**config.mk**
```make
export PLATFORM = sky130hd
export DESIGN_NAME = its_timestamp
export DESIGN_NICKNAME = d
export VERILOG_FILES = /design/src/hw/its_pkg.sv /design/src/hw/its_sum_if.sv /design/src/hw/its_stamp_add.sv /design/src/hw/its_timestamp.sv
export SDC_FILE = /design/constraint.sdc
export NUM_CORES = 1
export LEC_CHECK = 0
export BUFFER_PORTS_ARGS = -buffer_cell sky130_fd_sc_hd__buf_2
export CORE_UTILIZATION = 55
export CTS_CLUSTER_DIAMETER = 60
export DETAILED_ROUTE_END_ITERATION = 8
export PLACE_DENSITY = 0.93
export SYNTH_ARGS = -nofsm -noshare
export SYNTH_HDL_FRONTEND = slang
export SYNTH_SLANG_ARGS = --single-unit
```
**constraint.sdc**
```tcl
create_clock -name ref_clk -period 7.8 [get_ports ref_clk]
set_input_delay 0.39 -clock ref_clk [delete_from_list [all_inputs] [get_ports ref_clk]]
set_output_delay 0.39 -clock ref_clk [all_outputs]
set_load 0.1 [all_outputs]
```
**src/hw/its_pkg.sv**
```systemverilog
// Constants, stamp layout and state codes for isochronous timestamp arithmetic
// How it works
// Cycle offset advances each 24.576 MHz tick
// Cycle offset wraps after 3071 to zero
// Transmit offset sum over 3071 carries, minus 3072
// Cycle count wraps after 7999, seconds increment
// Transmit count sum over 7999 carries, minus 8000
// Out-of-range transmit offset fields clamp to maximum
// No other correction of transmit offset fields
// Received stamp plus receive offset forms new stamp
// Held packet released when adjusted stamp matches timer
// Receive aging discards packets older than timer
// Receive offset unchecked; host keeps fields legal
// Transmit stamp is timer plus transmit offset
// Transmit seconds offset added only when extended enabled; receive path always adds it
// Separate transmit and receive aging enables
// Seconds 0-6, count 7-19, offset 20-31
// Seconds field wraps from 127 to zero
package its_pkg;

  // ----------------------------------------------------------------
  // Clock rates and tick generation
  // ----------------------------------------------------------------
  localparam int unsigned CLK_RATE_KHZ  = 40000;  // ref_clk rate
  localparam int unsigned TICK_RATE_KHZ = 24576;  // Cycle timer rate
  localparam logic [15:0] TICK_MOD      = 16'(CLK_RATE_KHZ);
  localparam logic [15:0] TICK_STEP     = 16'(TICK_RATE_KHZ);
  localparam logic [15:0] TICK_RESET    = 16'h0000;

  // ----------------------------------------------------------------
  // Stamp field layout
  // ----------------------------------------------------------------
  localparam int SEC_LSB = 0;   // Seconds count
  localparam int SEC_W   = 7;
  localparam int CNT_LSB = 7;   // Cycle count
  localparam int CNT_W   = 13;
  localparam int OFF_LSB = 20;  // Cycle offset
  localparam int OFF_W   = 12;

  // ----------------------------------------------------------------
  // Field limits and reset value
  // ----------------------------------------------------------------
  localparam logic [OFF_W-1:0] OFF_MAX     = 12'hBFF;   // 3071
  localparam logic [OFF_W:0]   OFF_SPAN    = 13'h0C00;  // 3072
  localparam logic [CNT_W-1:0] CNT_MAX     = 13'h1F3F;  // 7999
  localparam logic [CNT_W:0]   CNT_SPAN    = 14'h1F40;  // 8000
  localparam logic [31:0]      STAMP_RESET = 32'h00000000;

  // Offset field at bits 31..20, count at 19..7, seconds at 6..0
  typedef struct packed {
    logic [OFF_W-1:0] off;
    logic [CNT_W-1:0] cnt;
    logic [SEC_W-1:0] sec;
  } its_stamp_s;

  // Receive hold state, one-hot
  typedef enum logic [1:0] {
    ITS_RX_IDLE = 2'b01,
    ITS_RX_HOLD = 2'b10
  } its_rx_e;

endpackage

```
**src/hw/its_sum_if.sv**
```systemverilog
// Operand and result bundle between the timer logic and a stamp adder
`timescale 1ns/1ps
`default_nettype none
interface its_sum_if;
  import its_pkg::*;

  its_stamp_s base;      // Timer or captured stamp
  its_stamp_s addend;    // Programmed offset
  logic       clamp_en;  // Clamp offset and count fields
  logic       sec_en;    // Add the seconds field too
  its_stamp_s sum;       // Corrected sum

  modport adder (input base, addend, clamp_en, sec_en, output sum);
  modport user  (output base, addend, clamp_en, sec_en, input sum);
endinterface
`default_nettype wire

```
**src/hw/its_stamp_add.sv**
```systemverilog
// Field-wise stamp adder with carry and modulo correction
`timescale 1ns/1ps
`default_nettype none
module its_stamp_add (
  its_sum_if.adder sif  // Operands in, corrected sum out
);
  import its_pkg::*;

  // ----------------------------------------------------------------
  // Offset field limiting
  // ----------------------------------------------------------------
  wire logic             off_big;
  wire logic             cnt_big;
  wire logic [OFF_W-1:0] off_add;
  wire logic [CNT_W-1:0] cnt_add;
  wire logic [SEC_W-1:0] sec_add;

  // Only cycle offset and count are limited, nothing else touched
  assign off_big = sif.addend.off > OFF_MAX;
  assign cnt_big = sif.addend.cnt > CNT_MAX;
  assign off_add = (sif.clamp_en && off_big) ? OFF_MAX : sif.addend.off;
  assign cnt_add = (sif.clamp_en && cnt_big) ? CNT_MAX : sif.addend.cnt;
  assign sec_add = sif.sec_en ? sif.addend.sec : '0;

  // ----------------------------------------------------------------
  // Cycle offset sum
  // ----------------------------------------------------------------
  wire logic [OFF_W:0] off_raw;
  wire logic           off_carry;
  wire logic [OFF_W:0] off_fix;

  assign off_raw   = {1'b0, sif.base.off} + {1'b0, off_add};
  assign off_carry = off_raw > {1'b0, OFF_MAX};
  assign off_fix   = off_carry ? (off_raw - OFF_SPAN) : off_raw;

  // ----------------------------------------------------------------
  // Cycle count sum, fed by the offset carry
  // ----------------------------------------------------------------
  wire logic [CNT_W:0] cnt_raw;
  wire logic           cnt_carry;
  wire logic [CNT_W:0] cnt_fix;

  assign cnt_raw   = {1'b0, sif.base.cnt} + {1'b0, cnt_add} + {{CNT_W{1'b0}}, off_carry};
  assign cnt_carry = cnt_raw > {1'b0, CNT_MAX};
  assign cnt_fix   = cnt_carry ? (cnt_raw - CNT_SPAN) : cnt_raw;

  // ----------------------------------------------------------------
  // Seconds sum, modulo 128 by width
  // ----------------------------------------------------------------
  wire logic [SEC_W-1:0] sec_fix;

  assign sec_fix = sif.base.sec + sec_add + {{(SEC_W-1){1'b0}}, cnt_carry};

  // One driver for the whole sum, fields packed in stamp order
  assign sif.sum = {off_fix[OFF_W-1:0], cnt_fix[CNT_W-1:0], sec_fix};
endmodule
`default_nettype wire

```
**src/hw/its_timestamp.sv**
```systemverilog
// Cycle timer, transmit stamping, receive hold and aging
`timescale 1ns/1ps
`default_nettype none
module its_timestamp (
  input  wire logic        ref_clk,               // 40 MHz clock
  input  wire logic        rst_b,                 // Async reset, low
  input  wire logic [31:0] transmit_time_offset,  // Offset for sent stamps
  input  wire logic [31:0] receive_time_offset,   // Offset for received stamps
  input  wire logic        ext_offset_en,         // Add seconds of offset
  input  wire logic        tx_aging_en,           // Transmit aging on
  input  wire logic        rx_aging_en,           // Receive aging on
  input  wire logic        tx_req,                // Stamp request pulse
  input  wire logic        rx_valid,              // Received stamp strobe
  input  wire logic [31:0] rx_stamp,              // Received stamp
  input  wire logic        tx_age_valid,          // Waiting packet check
  input  wire logic [31:0] tx_age_stamp,          // Waiting packet stamp
  output logic      [31:0] cycle_timer,           // Running timer
  output logic             timer_tick,            // Timer advances on next clock
  output logic      [31:0] tx_stamp,              // Stamp for sending
  output logic             tx_stamp_valid,        // Stamp ready pulse
  output logic             rx_ready,              // Free to take a packet
  output logic      [31:0] rx_hold_stamp,         // Adjusted held stamp
  output logic             rx_release,            // Release pulse
  output logic             rx_discard,            // Expired packet pulse
  output logic             tx_age_done,           // Check done pulse
  output logic             tx_age_stale           // Packet too old
);
  import its_pkg::*;

  // ----------------------------------------------------------------
  // Tick generator
  // ----------------------------------------------------------------
  // A phase accumulator makes 24576 ticks out of 40000 clocks, so
  // the tick rate is exact on average and jitters by one clock.
  logic [15:0] phase_q;
  logic [15:0] phase_d;
  logic        tick_q;
  wire  logic  tick_hit;
  wire  logic [15:0] phase_sum;

  assign phase_sum = phase_q + TICK_STEP;
  assign tick_hit  = phase_sum >= TICK_MOD;
  assign phase_d   = tick_hit ? (phase_sum - TICK_MOD) : phase_sum;

  // Phase and tick registers
  always_ff @(posedge ref_clk or negedge rst_b) begin
    if (!rst_b) begin
      phase_q <= TICK_RESET;
      tick_q  <= 1'b0;
    end else begin
      phase_q <= phase_d;
      tick_q  <= tick_hit;
    end
  end

  // ----------------------------------------------------------------
  // Cycle timer
  // ----------------------------------------------------------------
  its_stamp_s timer_q;
  its_stamp_s timer_d;
  wire logic  off_end;
  wire logic  cnt_end;
  wire logic [OFF_W-1:0] off_next;
  wire logic [CNT_W-1:0] cnt_next;
  wire logic [SEC_W-1:0] sec_next;

  // Field wrap points
  assign off_end  = timer_q.off == OFF_MAX;
  assign cnt_end  = timer_q.cnt == CNT_MAX;
  assign off_next = off_end ? '0 : timer_q.off + 12'h001;
  assign cnt_next = cnt_end ? '0 : timer_q.cnt + 13'h0001;
  assign sec_next = timer_q.sec + 7'h01;

  // Next timer value; count and seconds move only on offset wrap
  always_comb begin
    timer_d = timer_q;
    if (tick_q) begin
      timer_d.off = off_next;
      if (off_end) begin
        timer_d.cnt = cnt_next;
        if (cnt_end) begin
          timer_d.sec = sec_next;
        end
      end
    end
  end

  // Timer register
  always_ff @(posedge ref_clk or negedge rst_b) begin
    if (!rst_b) begin
      timer_q <= STAMP_RESET;
    end else begin
      timer_q <= timer_d;
    end
  end

  // ----------------------------------------------------------------
  // Stamp ordering
  // ----------------------------------------------------------------
  // Seconds are most significant, then count, then offset. The key
  // does not look across a seconds wrap.
  function automatic logic [31:0] age_key(input its_stamp_s s);
    age_key = {s.sec, s.cnt, s.off};
  endfunction

  wire logic [31:0] timer_key;

  assign timer_key = age_key(timer_q);

  // ----------------------------------------------------------------
  // Transmit stamp adder
  // ----------------------------------------------------------------
  its_sum_if tx_sif ();

  // Timer plus offset, fields clamped, seconds only when extended
  assign tx_sif.base     = timer_q;
  assign tx_sif.addend   = transmit_time_offset;
  assign tx_sif.clamp_en = 1'b1;
  assign tx_sif.sec_en   = ext_offset_en;

  its_stamp_add u_tx_add (
    .sif (tx_sif.adder)
  );

  // ----------------------------------------------------------------
  // Transmit stamp output
  // ----------------------------------------------------------------
  logic [31:0] tx_stamp_q;
  logic        tx_stamp_valid_q;

  // Stamp is taken on the request edge and held until the next one
  always_ff @(posedge ref_clk or negedge rst_b) begin
    if (!rst_b) begin
      tx_stamp_q       <= STAMP_RESET;
      tx_stamp_valid_q <= 1'b0;
    end else begin
      tx_stamp_valid_q <= tx_req;
      if (tx_req) begin
        tx_stamp_q <= tx_sif.sum;
      end
    end
  end

  // ----------------------------------------------------------------
  // Transmit aging check
  // ----------------------------------------------------------------
  logic        tx_age_done_q;
  logic        tx_age_stale_q;
  wire  logic  tx_is_old;

  // A waiting packet is stale when its stamp is behind the timer
  assign tx_is_old = age_key(its_stamp_s'(tx_age_stamp)) < timer_key;

  // Check result registers
  always_ff @(posedge ref_clk or negedge rst_b) begin
    if (!rst_b) begin
      tx_age_done_q  <= 1'b0;
      tx_age_stale_q <= 1'b0;
    end else begin
      tx_age_done_q <= tx_age_valid;
      if (tx_age_valid) begin
        tx_age_stale_q <= tx_aging_en && tx_is_old;
      end
    end
  end

  // ----------------------------------------------------------------
  // Receive stamp adder
  // ----------------------------------------------------------------
  its_sum_if rx_sif ();

  // Receive offset is used as given; no clamping on this path
  assign rx_sif.base     = rx_stamp;
  assign rx_sif.addend   = receive_time_offset;
  assign rx_sif.clamp_en = 1'b0;
  assign rx_sif.sec_en   = 1'b1;

  its_stamp_add u_rx_add (
    .sif (rx_sif.adder)
  );

  // ----------------------------------------------------------------
  // Receive hold state machine
  // ----------------------------------------------------------------
  its_rx_e    rx_state_q;
  its_rx_e    rx_state_d;
  its_stamp_s rx_adj_q;
  logic       rx_release_q;
  logic       rx_discard_q;
  wire  logic rx_take;
  wire  logic rx_match;
  wire  logic rx_expired;
  wire  logic rx_hit;
  wire  logic rx_drop;

  // Decode of the held packet's fate
  assign rx_take    = (rx_state_q == ITS_RX_IDLE) && rx_valid;
  assign rx_match   = rx_adj_q == timer_q;
  assign rx_expired = age_key(rx_adj_q) < timer_key;
  assign rx_hit     = (rx_state_q == ITS_RX_HOLD) && rx_match;
  assign rx_drop    = (rx_state_q == ITS_RX_HOLD) && !rx_match &&
                      rx_aging_en && rx_expired;

  // Next state: match releases, aging drops, else keep holding
  always_comb begin
    rx_state_d = rx_state_q;
    case (rx_state_q)
      ITS_RX_IDLE: begin
        if (rx_valid) begin
          rx_state_d = ITS_RX_HOLD;
        end
      end
      ITS_RX_HOLD: begin
        if (rx_hit || rx_drop) begin
          rx_state_d = ITS_RX_IDLE;
        end
      end
      default: begin
        rx_state_d = ITS_RX_IDLE;
      end
    endcase
  end

  // State and held stamp registers
  always_ff @(posedge ref_clk or negedge rst_b) begin
    if (!rst_b) begin
      rx_state_q <= ITS_RX_IDLE;
      rx_adj_q   <= STAMP_RESET;
    end else begin
      rx_state_q <= rx_state_d;
      if (rx_take) begin
        rx_adj_q <= rx_sif.sum;
      end
    end
  end

  // Release and discard pulses
  always_ff @(posedge ref_clk or negedge rst_b) begin
    if (!rst_b) begin
      rx_release_q <= 1'b0;
      rx_discard_q <= 1'b0;
    end else begin
      rx_release_q <= rx_hit;
      rx_discard_q <= rx_drop;
    end
  end

  // Ready mirrors the next state so it stays a flop output
  logic rx_ready_q;

  always_ff @(posedge ref_clk or negedge rst_b) begin
    if (!rst_b) begin
      rx_ready_q <= 1'b0;
    end else begin
      rx_ready_q <= rx_state_d == ITS_RX_IDLE;
    end
  end

  // ----------------------------------------------------------------
  // Outputs
  // ----------------------------------------------------------------
  assign cycle_timer    = timer_q;
  assign timer_tick     = tick_q;
  assign tx_stamp       = tx_stamp_q;
  assign tx_stamp_valid = tx_stamp_valid_q;
  assign rx_ready       = rx_ready_q;
  assign rx_hold_stamp  = rx_adj_q;
  assign rx_release     = rx_release_q;
  assign rx_discard     = rx_discard_q;
  assign tx_age_done    = tx_age_done_q;
  assign tx_age_stale   = tx_age_stale_q;
endmodule
`default_nettype wire

```
Word-level counts from Yosys, hierarchy flattened
Cells that the tools add are included.

storage, ports and cells
  bits in registers = 121
  bits of input ports = 136

operators by class
  reduce and logical (&&, ||, !) cells = 10
  mux-type cells = 13
  add/subtract/negate cells = 19
  eq/ne operators = 6
  $lt $le $gt $ge = 9

operator list
  operator                count
  $lt 32x32->1            2
  $mux 13                 4
  $mux 12                 4
  $eq 32x32->1            1
  $add 13x13->14          2
  $add 14x1->14           2
  $gt 14x13->1 const B    2
  $add 12x12->13          2
  $gt 13x12->1 const B    2
  $sub 13x13->13 const B  2
  $sub 12x12->12 const B  2
  $add 16x15->16 const B  1
  $ge 16x16->1 const B    1
  $mux 16                 1
  $sub 16x16->16 const B  1
  $add 7x1->7             2
  $add 7x7->7             2
  $add 13x1->13 const B   1
  $eq 13x13->1 const B    1
  $gt 13x13->1 const B    1
  $add 12x1->12 const B   1
  $eq 12x12->1 const B    1
  $gt 12x12->1 const B    1
  $add 7x1->7 const B     1
  10 further kinds        17

Logic depth before layout (Yosys ltp)
Gate-level depths: netlist of run 1.

  depth after elaboration = 9
  gate-level depth with buffers = 34
  mapped depth without buffers = 34

By module
Synthesis of run 1 repeated with hierarchy kept, for this count alone.

second synthesis, totals
  cell total of the unflattened synthesis = 1107
  area, all modules = 10283.6 um2

modules (own cells, without submodules)
  module                    times used  area an instance (um2)  cells an instance
  its_timestamp             1           6204.7                  555
  its_stamp_add (u_rx_add)  1           2127.0                  294
  its_stamp_add (u_tx_add)  1           1951.9                  258

Worst setup path after synthesis of run 1
OpenSTA, ideal clock, no wires.

  path type = flip-flop to flip-flop
  start = reg timer_q (netlist bit cycle_timer[20])
  end = reg tx_stamp_q[6], in the netlist tx_stamp[6]
  setup slack = 619 ps
  buffers on the path = 0
  period minus slack after synthesis = 7181 ps
  stages on the path, launching flop included = 33
  arrival time = 7044 ps
  cells stage by stage = dfrtp_1 -> ha_1 -> inv_1 -> fa_1 -> nor2b_1 -> o2111ai_1 -> a31o_2 -> a21oi_1 -> xnor2_1 -> ha_1 -> mux2_2 -> inv_1 -> a21oi_1 -> fa_1 -> inv_1 -> fa_1 -> a21oi_1 -> nand4b_1 -> and2_1 -> xnor2_1 -> inv_1 -> ha_1 -> nor4_2 -> a41oi_4 -> fa_1 -> fa_1 -> nor2b_1 -> o21ai_0 -> nand2b_1 -> a21o_1 -> a21oi_1 -> xnor2_1 -> a21oi_1

between the ends
  word-level cells in the longest chain between the ends = 5

RTL lines
  what                      RTL line              source
  start: declaration        its_timestamp.sv:59   its_stamp_s timer_q;
  start signal: assignment  its_timestamp.sv:93   timer_q <= timer_d;
  $add 12x12->13            its_stamp_add.sv:32   assign off_raw = {1'b0, sif.base.off} + {1'b0, off_add};
  $gt 13x12->1              its_stamp_add.sv:33   assign off_carry = off_raw > {1'b0, OFF_MAX};
  $add 14x1->14             its_stamp_add.sv:43   assign cnt_raw = {1'b0, sif.base.cnt} + {1'b0, cnt_add} + {{CNT_W{1'b0}}, off_carry};
  $gt 14x13->1              its_stamp_add.sv:44   assign cnt_carry = cnt_raw > {1'b0, CNT_MAX};
  $add 7x1->7               its_stamp_add.sv:52   assign sec_fix = sif.base.sec + sec_add + {{(SEC_W-1){1'b0}}, cnt_carry};
  end signal: assignment    its_timestamp.sv:139  tx_stamp_q <= tx_sif.sum;
  end: declaration          its_timestamp.sv:128  logic [31:0] tx_stamp_q;

No other way between the ends.
A chain may end at the register's enable or synchronous reset.

Worst setup path after layout of run 1
Same ends and word-level chain as after synthesis.

==> summary.txt, run 1 <==
Status
  – Status: complete, no violations

Job
  – Max Cap Viol: 0

Power and ir drop
  – Static leakage: a little under 6 nW
  – Total power draw: 3.141 mW
  – Part of the power in registers: 25.7%
  – Share of total power consumed by net switching: 49.80%
  – Clk pwr share: 23.6%
  – Combinational Power Share: 50.7%
  – Pwr dens: 268.8 nW/um^2
  – Net switching power: 1.565 mW
  – Internal portion of total power: between 1.5 and 2 mW
  – Max VDD drop: around 0.00026 V

Logic synthesis
  – Async set-or-reset flop fraction in the synthesized netlist: 100.0%
  – Most area-consuming cells after synthesis: sky130_fd_sc_hd__dfrtp_1 29%, sky130_fd_sc_hd__ha_1 17%, sky130_fd_sc_hd__xnor2_1 5.7%
  – Synth Net Count: 1,348
  – Area share of the largest cell type after synthesis: 29.37%
  – Synth Flop Type: sky130_fd_sc_hd__dfrtp_1
  – Ys Warns: 0
  – Synthesized instance count: 1,067
  – Synth cell types: 82
  – Part of the Yosys area used for sequential elements: 29.64%
  – Synth area leader: sky130_fd_sc_hd__dfrtp_1
  – Number of flops mapped to enable cells by yosys: 0
  – Post-synthesis register bit count: 115
  – Syn Std Cell Area: roughly 9700 um^2
  – Avg Synthesized Cell Area: 9.104 um^2

Floorplan
  – Vertical die dimension: 134.9 um
  – Width of the die: 134.9 um
  – Starting Density: 56.16%
  – Total number of placement rows: 48
  – Ports placed on the boundary: 239
  – Core box area: 17,300 um^2
  – Die Area: ~18,000 um^2

Clock network
  – CTS tree: built
  – Maximum level of the CTS H-tree: 4
  – Buffer count from post-CTS setup fixing: 0
  – Later-pin clock latency in the skew report: 410 ps
  – CTS max path bufs: 2
  – CTS clock-pin slew for the worst setup and hold paths: 60 ps
  – Number of buffers inserted during clock tree synthesis: 17
  – Sinks on the clock net: between 100 and 150
  – Clock Root Buffer: sky130_fd_sc_hd__clkbuf_16

Global routing
  – Global-route wire length before repair: 39,320 um
  – Pin count of the biggest net entering global routing: between 70 and 80
  – Initial antenna violation count: 3
  – Grt total ovfl: 0
  – Vias in the first global route: between 8,000 and 9,000
  – GRT Resource Usage Total: a little over a quarter

Critical path
  – Maximum fanout count along the critical path: 7
  – Critical path's largest stage delay: about 520 ps
  – Crit path required time: approximately 8100 ps
  – Setup CP Type: reg2reg
  – WP data arrival: 7410 ps
  – Critical path's top delay family: adder cells
  – Total buffers and inverters traversed by the critical path: 4
  – Crit path launch type: register
  – Crit-path slowest cell: sky130_fd_sc_hd__dfrtp_1
  – Capturing element type of the critical path: register

STA
  – Final count of hold timing violations: 0
  – F_max: roughly 0.14 GHz
  – Worst slew margin: 36.31%
  – Final critical-path required period: between 7000 and 8000 ps
  – Least setup slack across all paths after layout: 641.5 ps
  – Final Max Slew Viols: 0
  – Least-Margin Pin Slew: approximately 950 ps
  – Period utilization: between 90 and 100%
  – Fin Clk Skew: 12.23 ps
  – Final setup fails: 0

Worst hold path
  – Hold Crit Class: in2reg

Route
  – Routed wire per std cell: 15.57 um
  – DRC errors left: 0
  – Drt first pass iters: 5
  – DRC violation total after the first TritonRoute iteration: 475
  – Vias per Instance: 5.626
  – Total routed wirelength: about 24,000 um
  – Vias: between 8,000 and 9,000
  – Post-DRT Antenna Nets: 0

Layout
  – Post-synthesis to final-layout area growth: 20.31%
  – Share of post-route cells with drive strength above 1: 24.66%
  – Number of nets in the final layout: 1,582
  – Most used cells in the layout excluding fill and tap cells: 237 x sky130_fd_sc_hd__buf_2, 135 x sky130_fd_sc_hd__ha_1, 114 x sky130_fd_sc_hd__dfrtp_1
  – Leading cell type in the layout, fill and taps excluded: sky130_fd_sc_hd__buf_2

Placed design
  – Worst setup timing slack at the placement stage: 264.5 ps
  – Final HPWL from detailed placement: 19,640 um
  – Port Buf Inserts: 238
  – RD Place Congestion: 0.9087
[per-layer routing]
| layer | global-route usage [%] | vias to the layer above | routed length (um) |
|---|---|---|---|
| li1 | - | 4318 | - |
| met1 | 33.09 | 4043 | 10400 |
| met2 | 46.85 | 254 | 11810 |
| met3 | 4.655 | 53 | 1012 |
| met4 | 12.48 | 2 | 770 |
| met5 | 0 | - | 13 |
[synthesized netlist by cell type (4+ instances only)]
library cell                number
sky130_fd_sc_hd__a21o_1         41
sky130_fd_sc_hd__nand4_1        37
sky130_fd_sc_hd__inv_1          81
sky130_fd_sc_hd__ha_1          135
sky130_fd_sc_hd__mux2i_1         8
sky130_fd_sc_hd__a31oi_1         9
sky130_fd_sc_hd__nand2_1        81
sky130_fd_sc_hd__or2_2           7
sky130_fd_sc_hd__a31o_2          4
sky130_fd_sc_hd__o2111ai_1       7
sky130_fd_sc_hd__nor3_1         27
sky130_fd_sc_hd__xor2_1         19
sky130_fd_sc_hd__and2_1         14
sky130_fd_sc_hd__a21oi_1        60
sky130_fd_sc_hd__o21ai_1         8
sky130_fd_sc_hd__a211o_1         5
sky130_fd_sc_hd__nand3b_1        4
sky130_fd_sc_hd__or4_1           6
sky130_fd_sc_hd__mux2_2         19
sky130_fd_sc_hd__nor2_1         62
sky130_fd_sc_hd__o21bai_1        4
sky130_fd_sc_hd__clkbuf_1       23
sky130_fd_sc_hd__fa_1           10
sky130_fd_sc_hd__nor2b_1        20
sky130_fd_sc_hd__o21a_1         14
sky130_fd_sc_hd__and3_1          6
sky130_fd_sc_hd__or3_1          10
sky130_fd_sc_hd__o22ai_1         4
sky130_fd_sc_hd__dfrtp_1       114
sky130_fd_sc_hd__o21ai_0        52
sky130_fd_sc_hd__nand3_1        21
sky130_fd_sc_hd__xnor2_1        63
sky130_fd_sc_hd__nand2b_1       20
[sequential cells by signal, summed over array words and instances, names as in the netlist, 2 cells and up]
name / flops
rx_state_q: 2
cycle_timer: 32
tx_stamp: 32
rx_hold_stamp: 32
phase_q: 10
[layout make-up]
type,count,area [um^2]
sequential,115,2879
clock buffer,21,450.4
antenna,2,5.005
fill,1337,5609
multi-input combinational,845,6437
inverter,81,304.0
clock inverter,11,111.4
timing repair buffer,241,1219
tap,225,281.5
[through the flow]
| stage | cells | hold slack, ps | setup TNS (ps) | cell area [um^2] | utilization (%) |
|---|---|---|---|---|---|
| CTS | 1539 | 111.3 | 0 | 11670 | 67.49 |
| floorplan | 1067 | 94.41 | 0 | 9714 | - |
| global placement | 1506 | 418.8 | 0 | 11100 | 64.19 |
| detailed placement | 1506 | 434.1 | 0 | 11100 | 64.19 |
| finish | 1541 | 127.6 | 0 | 11690 | 67.57 |
| global route | 1541 | 113.5 | -27.45 | 11690 | 67.57 |
[final timing paths]
path	from	slack (ps)	cells past startpoint	to
worst max-delay path	cycle_timer[20]$_DFFE_PN0P_	640	32	tx_stamp[6]$_DFFE_PN0P_
worst min-delay path	tx_age_valid	130	1	tx_age_done$_DFF_PN0_
worst max register to register	cycle_timer[20]$_DFFE_PN0P_	640	32	tx_stamp[6]$_DFFE_PN0P_
worst min register to register	phase_q[9]$_DFFE_PN0P_	480	1	phase_q[9]$_DFFE_PN0P_
max in group asynchronous	rst_b	5940	3	cycle_timer[7]$_DFFE_PN0P_
min in group asynchronous	rst_b	530	2	rx_hold_stamp[20]$_DFFE_PN0P_
[timing repair]
item	in CTS	in global routing
hold buffers	1	0
setup endpoints to repair	0	1
endpoints found under the hold margin	10	0
gates resized for setup	0	1
[power groups by stage]
stage               Combinational, mW  Sequential, mW  Clock (mW)
floorplan                       0.537            1.55           0
finish                           1.59           0.808       0.742
CTS                              1.59           0.808       0.753
detailed placement               1.59           0.817           0
global route                     1.71           0.823       0.778
global placement                 1.54           0.813           0
[cell families (layout without fill, tap and decap cells)]
kind of cell / Yosys count / in the layout / share of synthesized area [%]
xor+xnor: 82 / 82 / 7.393
mux: 28 / 28 / 3.181
fa+ha+maj: 145 / 145 / 19.45
simple gates: 338 / 338 / 18.26
buf+inv: 107 / 354 / 4.186
flops: 115 / 115 / 29.64
compound gates: 252 / 252 / 17.89
other cells: 0 / 2 / 0
No activity file was read; power rests on OpenSTA's default activity.
==> run 2: changes to the inputs <==
CORE_ASPECT_RATIO = 1.1   (was default)
CORE_UTILIZATION = 50   (was 55)
HOLD_SLACK_MARGIN = 0.08   (was default)
PLACE_DENSITY = 0.9   (was 0.93)
clock period = 6.12 ns   (was 7.8 ns; I/O delays follow)
==> summary.txt, run 2 (same netlist as run 1, synthesis figures left out) <==
Critical path
  – Capture instance of the worst register-to-register path: tx_stamp[6]$_DFFE_PN0P_ (unchanged)
  – Top cell by count, worst path: sky130_fd_sc_hd__fa_2
  – Reg-to-reg slack, setup: -80 ps (was 640 ps)
  – WP data arrival: 6450 ps (was 7410 ps)
  – Startpoint of the lowest-slack register-to-register path: cycle_timer[21]$_DFFE_PN0P_ (was cycle_timer[20]$_DFFE_PN0P_)
  – Crit-path slowest cell: sky130_fd_sc_hd__dfrtp_4 (was sky130_fd_sc_hd__dfrtp_1)
  – Critical path's largest stage delay: 480 ps (was 520 ps)
  – Crit path launch type: register (unchanged)
  – Setup CP Type: reg2reg (unchanged)
  – Maximum fanout count along the critical path: 3 (was 7)
  – Capturing element type of the critical path: register (unchanged)
  – Crit path required time: 6380 ps (was 8050 ps)
  – R2R cell count: 30 (was 32)

Worst hold path
  – Hold Crit Class: in2reg (unchanged)
  – Hold Crit Depth: 4 (was 1)
  – Start point of the worst min-delay path: receive_time_offset[20] (was tx_age_valid)
  – Worst Hold Endpoint: rx_hold_stamp[20]$_DFFE_PN0P_ (was tx_age_done$_DFF_PN0_)

Route
  – Vias per Instance: 5.580 (was 5.626)
  – Post-DRT Antenna Nets: 0 (unchanged)
  – Met3 wire len: 1100 um (was 1012 um)
  – Total routed wirelength: 26,590 um (was 24,000 um)
  – Vias: 9,262 (was 8,670)
  – DRC errors left: 0 (unchanged)
  – Routed metal-1 wire length: 10,940 um (was 10,400 um)
  – Met2 WL: 13,540 um (was 11,810 um)
  – Max Used Layer: met5 (unchanged)
  – Drt first pass iters: 5 (unchanged)
  – Routed wire per std cell: 16.02 um (was 15.57 um)
  – DRC violation total after the first TritonRoute iteration: 434 (was 475)

STA
  – F_max: 0.1614 GHz (was 0.1397 GHz)
  – Final count of hold timing violations: 0 (unchanged)
  – Fin Clk Skew: 7.217 ps (was 12.23 ps)
  – Least setup slack across all paths after layout: -76.70 ps (was 641.5 ps)
  – Final critical-path required period: 6197 ps (was 7158 ps)
  – Unrepaired setup endpoints after global routing: yes
  – Final setup fails: 3 (was 0)
  – Least-Margin Pin Slew: 999.5 ps (was 950.9 ps)
  – Final Max Slew Viols: 0 (unchanged)
  – Worst slew margin: 33.37% (was 36.31%)
  – Period utilization: 101.3% (was 91.78%)
  – Worst hold slack after final layout: 232.1 ps (was 127.6 ps)

Clock network
  – Clock Root Buffer: sky130_fd_sc_hd__clkbuf_16 (unchanged)
  – CTS max path bufs: 2 (unchanged)
  – CTS tree: built (unchanged)
  – Sinks on the clock net: 115 (unchanged)
  – Number of buffers inserted during clock tree synthesis: 17 (unchanged)
  – Maximum level of the CTS H-tree: 4 (unchanged)
  – Later-pin clock latency in the skew report: 410 ps (about the same)
  – CTS clock-pin slew for the worst setup and hold paths: 60 ps (about the same)

Layout
  – Count of filler cells inserted in the layout: 1,469 (was 1,337)
  – Summed area of non-filler cells in the final layout: 12,870 um^2 (was 11,690 um^2)
  – Leading cell type in the layout, fill and taps excluded: sky130_fd_sc_hd__buf_2 (unchanged)
  – Post-layout utilization of the core: 67.40% (was 67.57%)
  – Most used cells in the layout excluding fill and tap cells: 235 x sky130_fd_sc_hd__buf_2, 127 x sky130_fd_sc_hd__ha_1, 104 x sky130_fd_sc_hd__dfrtp_1 (was 237 x sky130_fd_sc_hd__buf_2, 135 x sky130_fd_sc_hd__ha_1, 114 x sky130_fd_sc_hd__dfrtp_1)
  – Share of post-route cells with drive strength above 1: 34.16% (was 24.66%)
  – Post-synthesis to final-layout area growth: 32.51% (was 20.31%)
  – Number of nets in the final layout: 1,679 (was 1,582)
  – Final non-filler cell total: 1,660 (was 1,541)

Power and ir drop
  – Total power draw: 4.281 mW (was 3.141 mW)
  – Max VDD drop: 0.0003571 V (was 0.0002557 V)
  – Static leakage: 6.336 nW (was 5.768 nW)
  – Pwr dens: 332.5 nW/um^2 (was 268.8 nW/um^2)

Floorplan
  – Total number of placement rows: 53 (was 48)
  – Starting Density: 50.86% (was 56.16%)
  – Ports placed on the boundary: 239 (unchanged)
  – Die Area: 19,990 um^2 (was 18,200 um^2)
  – Vertical die dimension: 148.2 um (was 134.9 um)
  – Core box area: 19,100 um^2 (was 17,300 um^2)
  – Width of the die: 134.9 um (unchanged)

Placed design
  – Port Buf Inserts: 238 (unchanged)
  – RD Place Congestion: 0.9050 (was 0.9087)
  – Post-placement cell count: 1,601 (was 1,506)
  – Area after detailed placement: 11,810 um^2 (was 11,100 um^2)
  – Final HPWL from detailed placement: 20,910 um (was 19,640 um)

Global routing
  – Global-route wire length before repair: 42,750 um (was 39,320 um)
  – GRT Resource Usage Total: 26.67% (was 27.18%)
  – Initial antenna violation count: 3 (unchanged)
  – Pin count of the biggest net entering global routing: 78 (was 71)
  – Vias in the first global route: 9,296 (was 8,467)
  – Grt total ovfl: 0 (unchanged)

Status
  – Failing checks: setup timing
  – Status: finished with violations (was complete, no violations)

Job
  – Max Cap Viol: 0 (unchanged)
## run 2: cell count changes in the layout (fill, tap and decap cells not counted), sizes merged
cell / delta
clkinv: -4
bufinv: +2
clkbuf: +2
dlygate4sd3: +1
buf: +96
## run 2: cell type report
type / instances / area, um^2 / area share [%]
diodes: 2 / 5.005 / 0.03888
clock buffers: 23 / 488.0 / 3.791
clock inverters: 9 / 151.4 / 1.176
inverters: 81 / 304.0 / 2.362
multi-input cells: 845 / 6736 / 52.33
flip-flops and latches: 115 / 2902 / 22.54
well taps: 247 / 309.0 / 2.401
repair buffers: 338 / 1977 / 15.36
## run 2: stage by stage
stage / setup slack, ps / setup TNS (ps)
after floorplan: -9.516 / -9.516
after global placement: -316.7 / -1143
after detailed placement: -671.1 / -3439
after CTS: 5.281 / 0
after global routing: -399.2 / -1868
final: -76.70 / -149.6
## run 2: how the worst max path moves through the flow
stage | startpoint | to | slack, ps | depth (start not counted)
6_report | cycle_timer[21]$_DFFE_PN0P_ | tx_stamp[6]$_DFFE_PN0P_ | -80 | 30
2_1_floorplan | cycle_timer[22]$_DFFE_PN0P_ | tx_stamp[6]$_DFFE_PN0P_ | -10 | 30
3_3_place_gp | receive_time_offset[21] | rx_hold_stamp[6]$_DFFE_PN0P_ | -320 | 30
5_1_grt | cycle_timer[20]$_DFFE_PN0P_ | tx_stamp[6]$_DFFE_PN0P_ | -400 | 32
3_5_place_dp | receive_time_offset[21] | rx_hold_stamp[6]$_DFFE_PN0P_ | -670 | 30
4_1_cts | receive_time_offset[20] | rx_hold_stamp[6]$_DFFE_PN0P_ | 5 | 32
## run 2: critical path: cells and delay by family (launching register included)
kind / cells / cell delay [ps]
DFF: 1 / 480
muxes: 1 / 350
adders and majority gates: 6 / 1780
AOI/OAI and AO/OA: 9 / 1090
xor gates and xnor gates: 3 / 480
buffers and inverters: 3 / 190
and+or+nand+nor: 8 / 1680
## run 2: where the power goes
part	switching [mW]	total (mW)	internal (mW)
sequential	0.126	1.03	0.907
clock	0.348	1.07	0.723
combinational	1.58	2.18	0.593
## run 2: metal layers
layer / GRT usage [%] / vias to the layer above
met5: 0 / -
met4: 12.98 / 4
met3: 4.976 / 75
met2: 47.89 / 294
met1: 30.20 / 4376
li1: - / 4513
## run 2: timing repair
action,4_1_cts,5_1_grt
setup endpoints to repair,4,8
gates resized for setup,17,41
hold buffers,2,0
pin swaps,11,41
endpoints found under the hold margin,38,0
buffers inserted,8,16
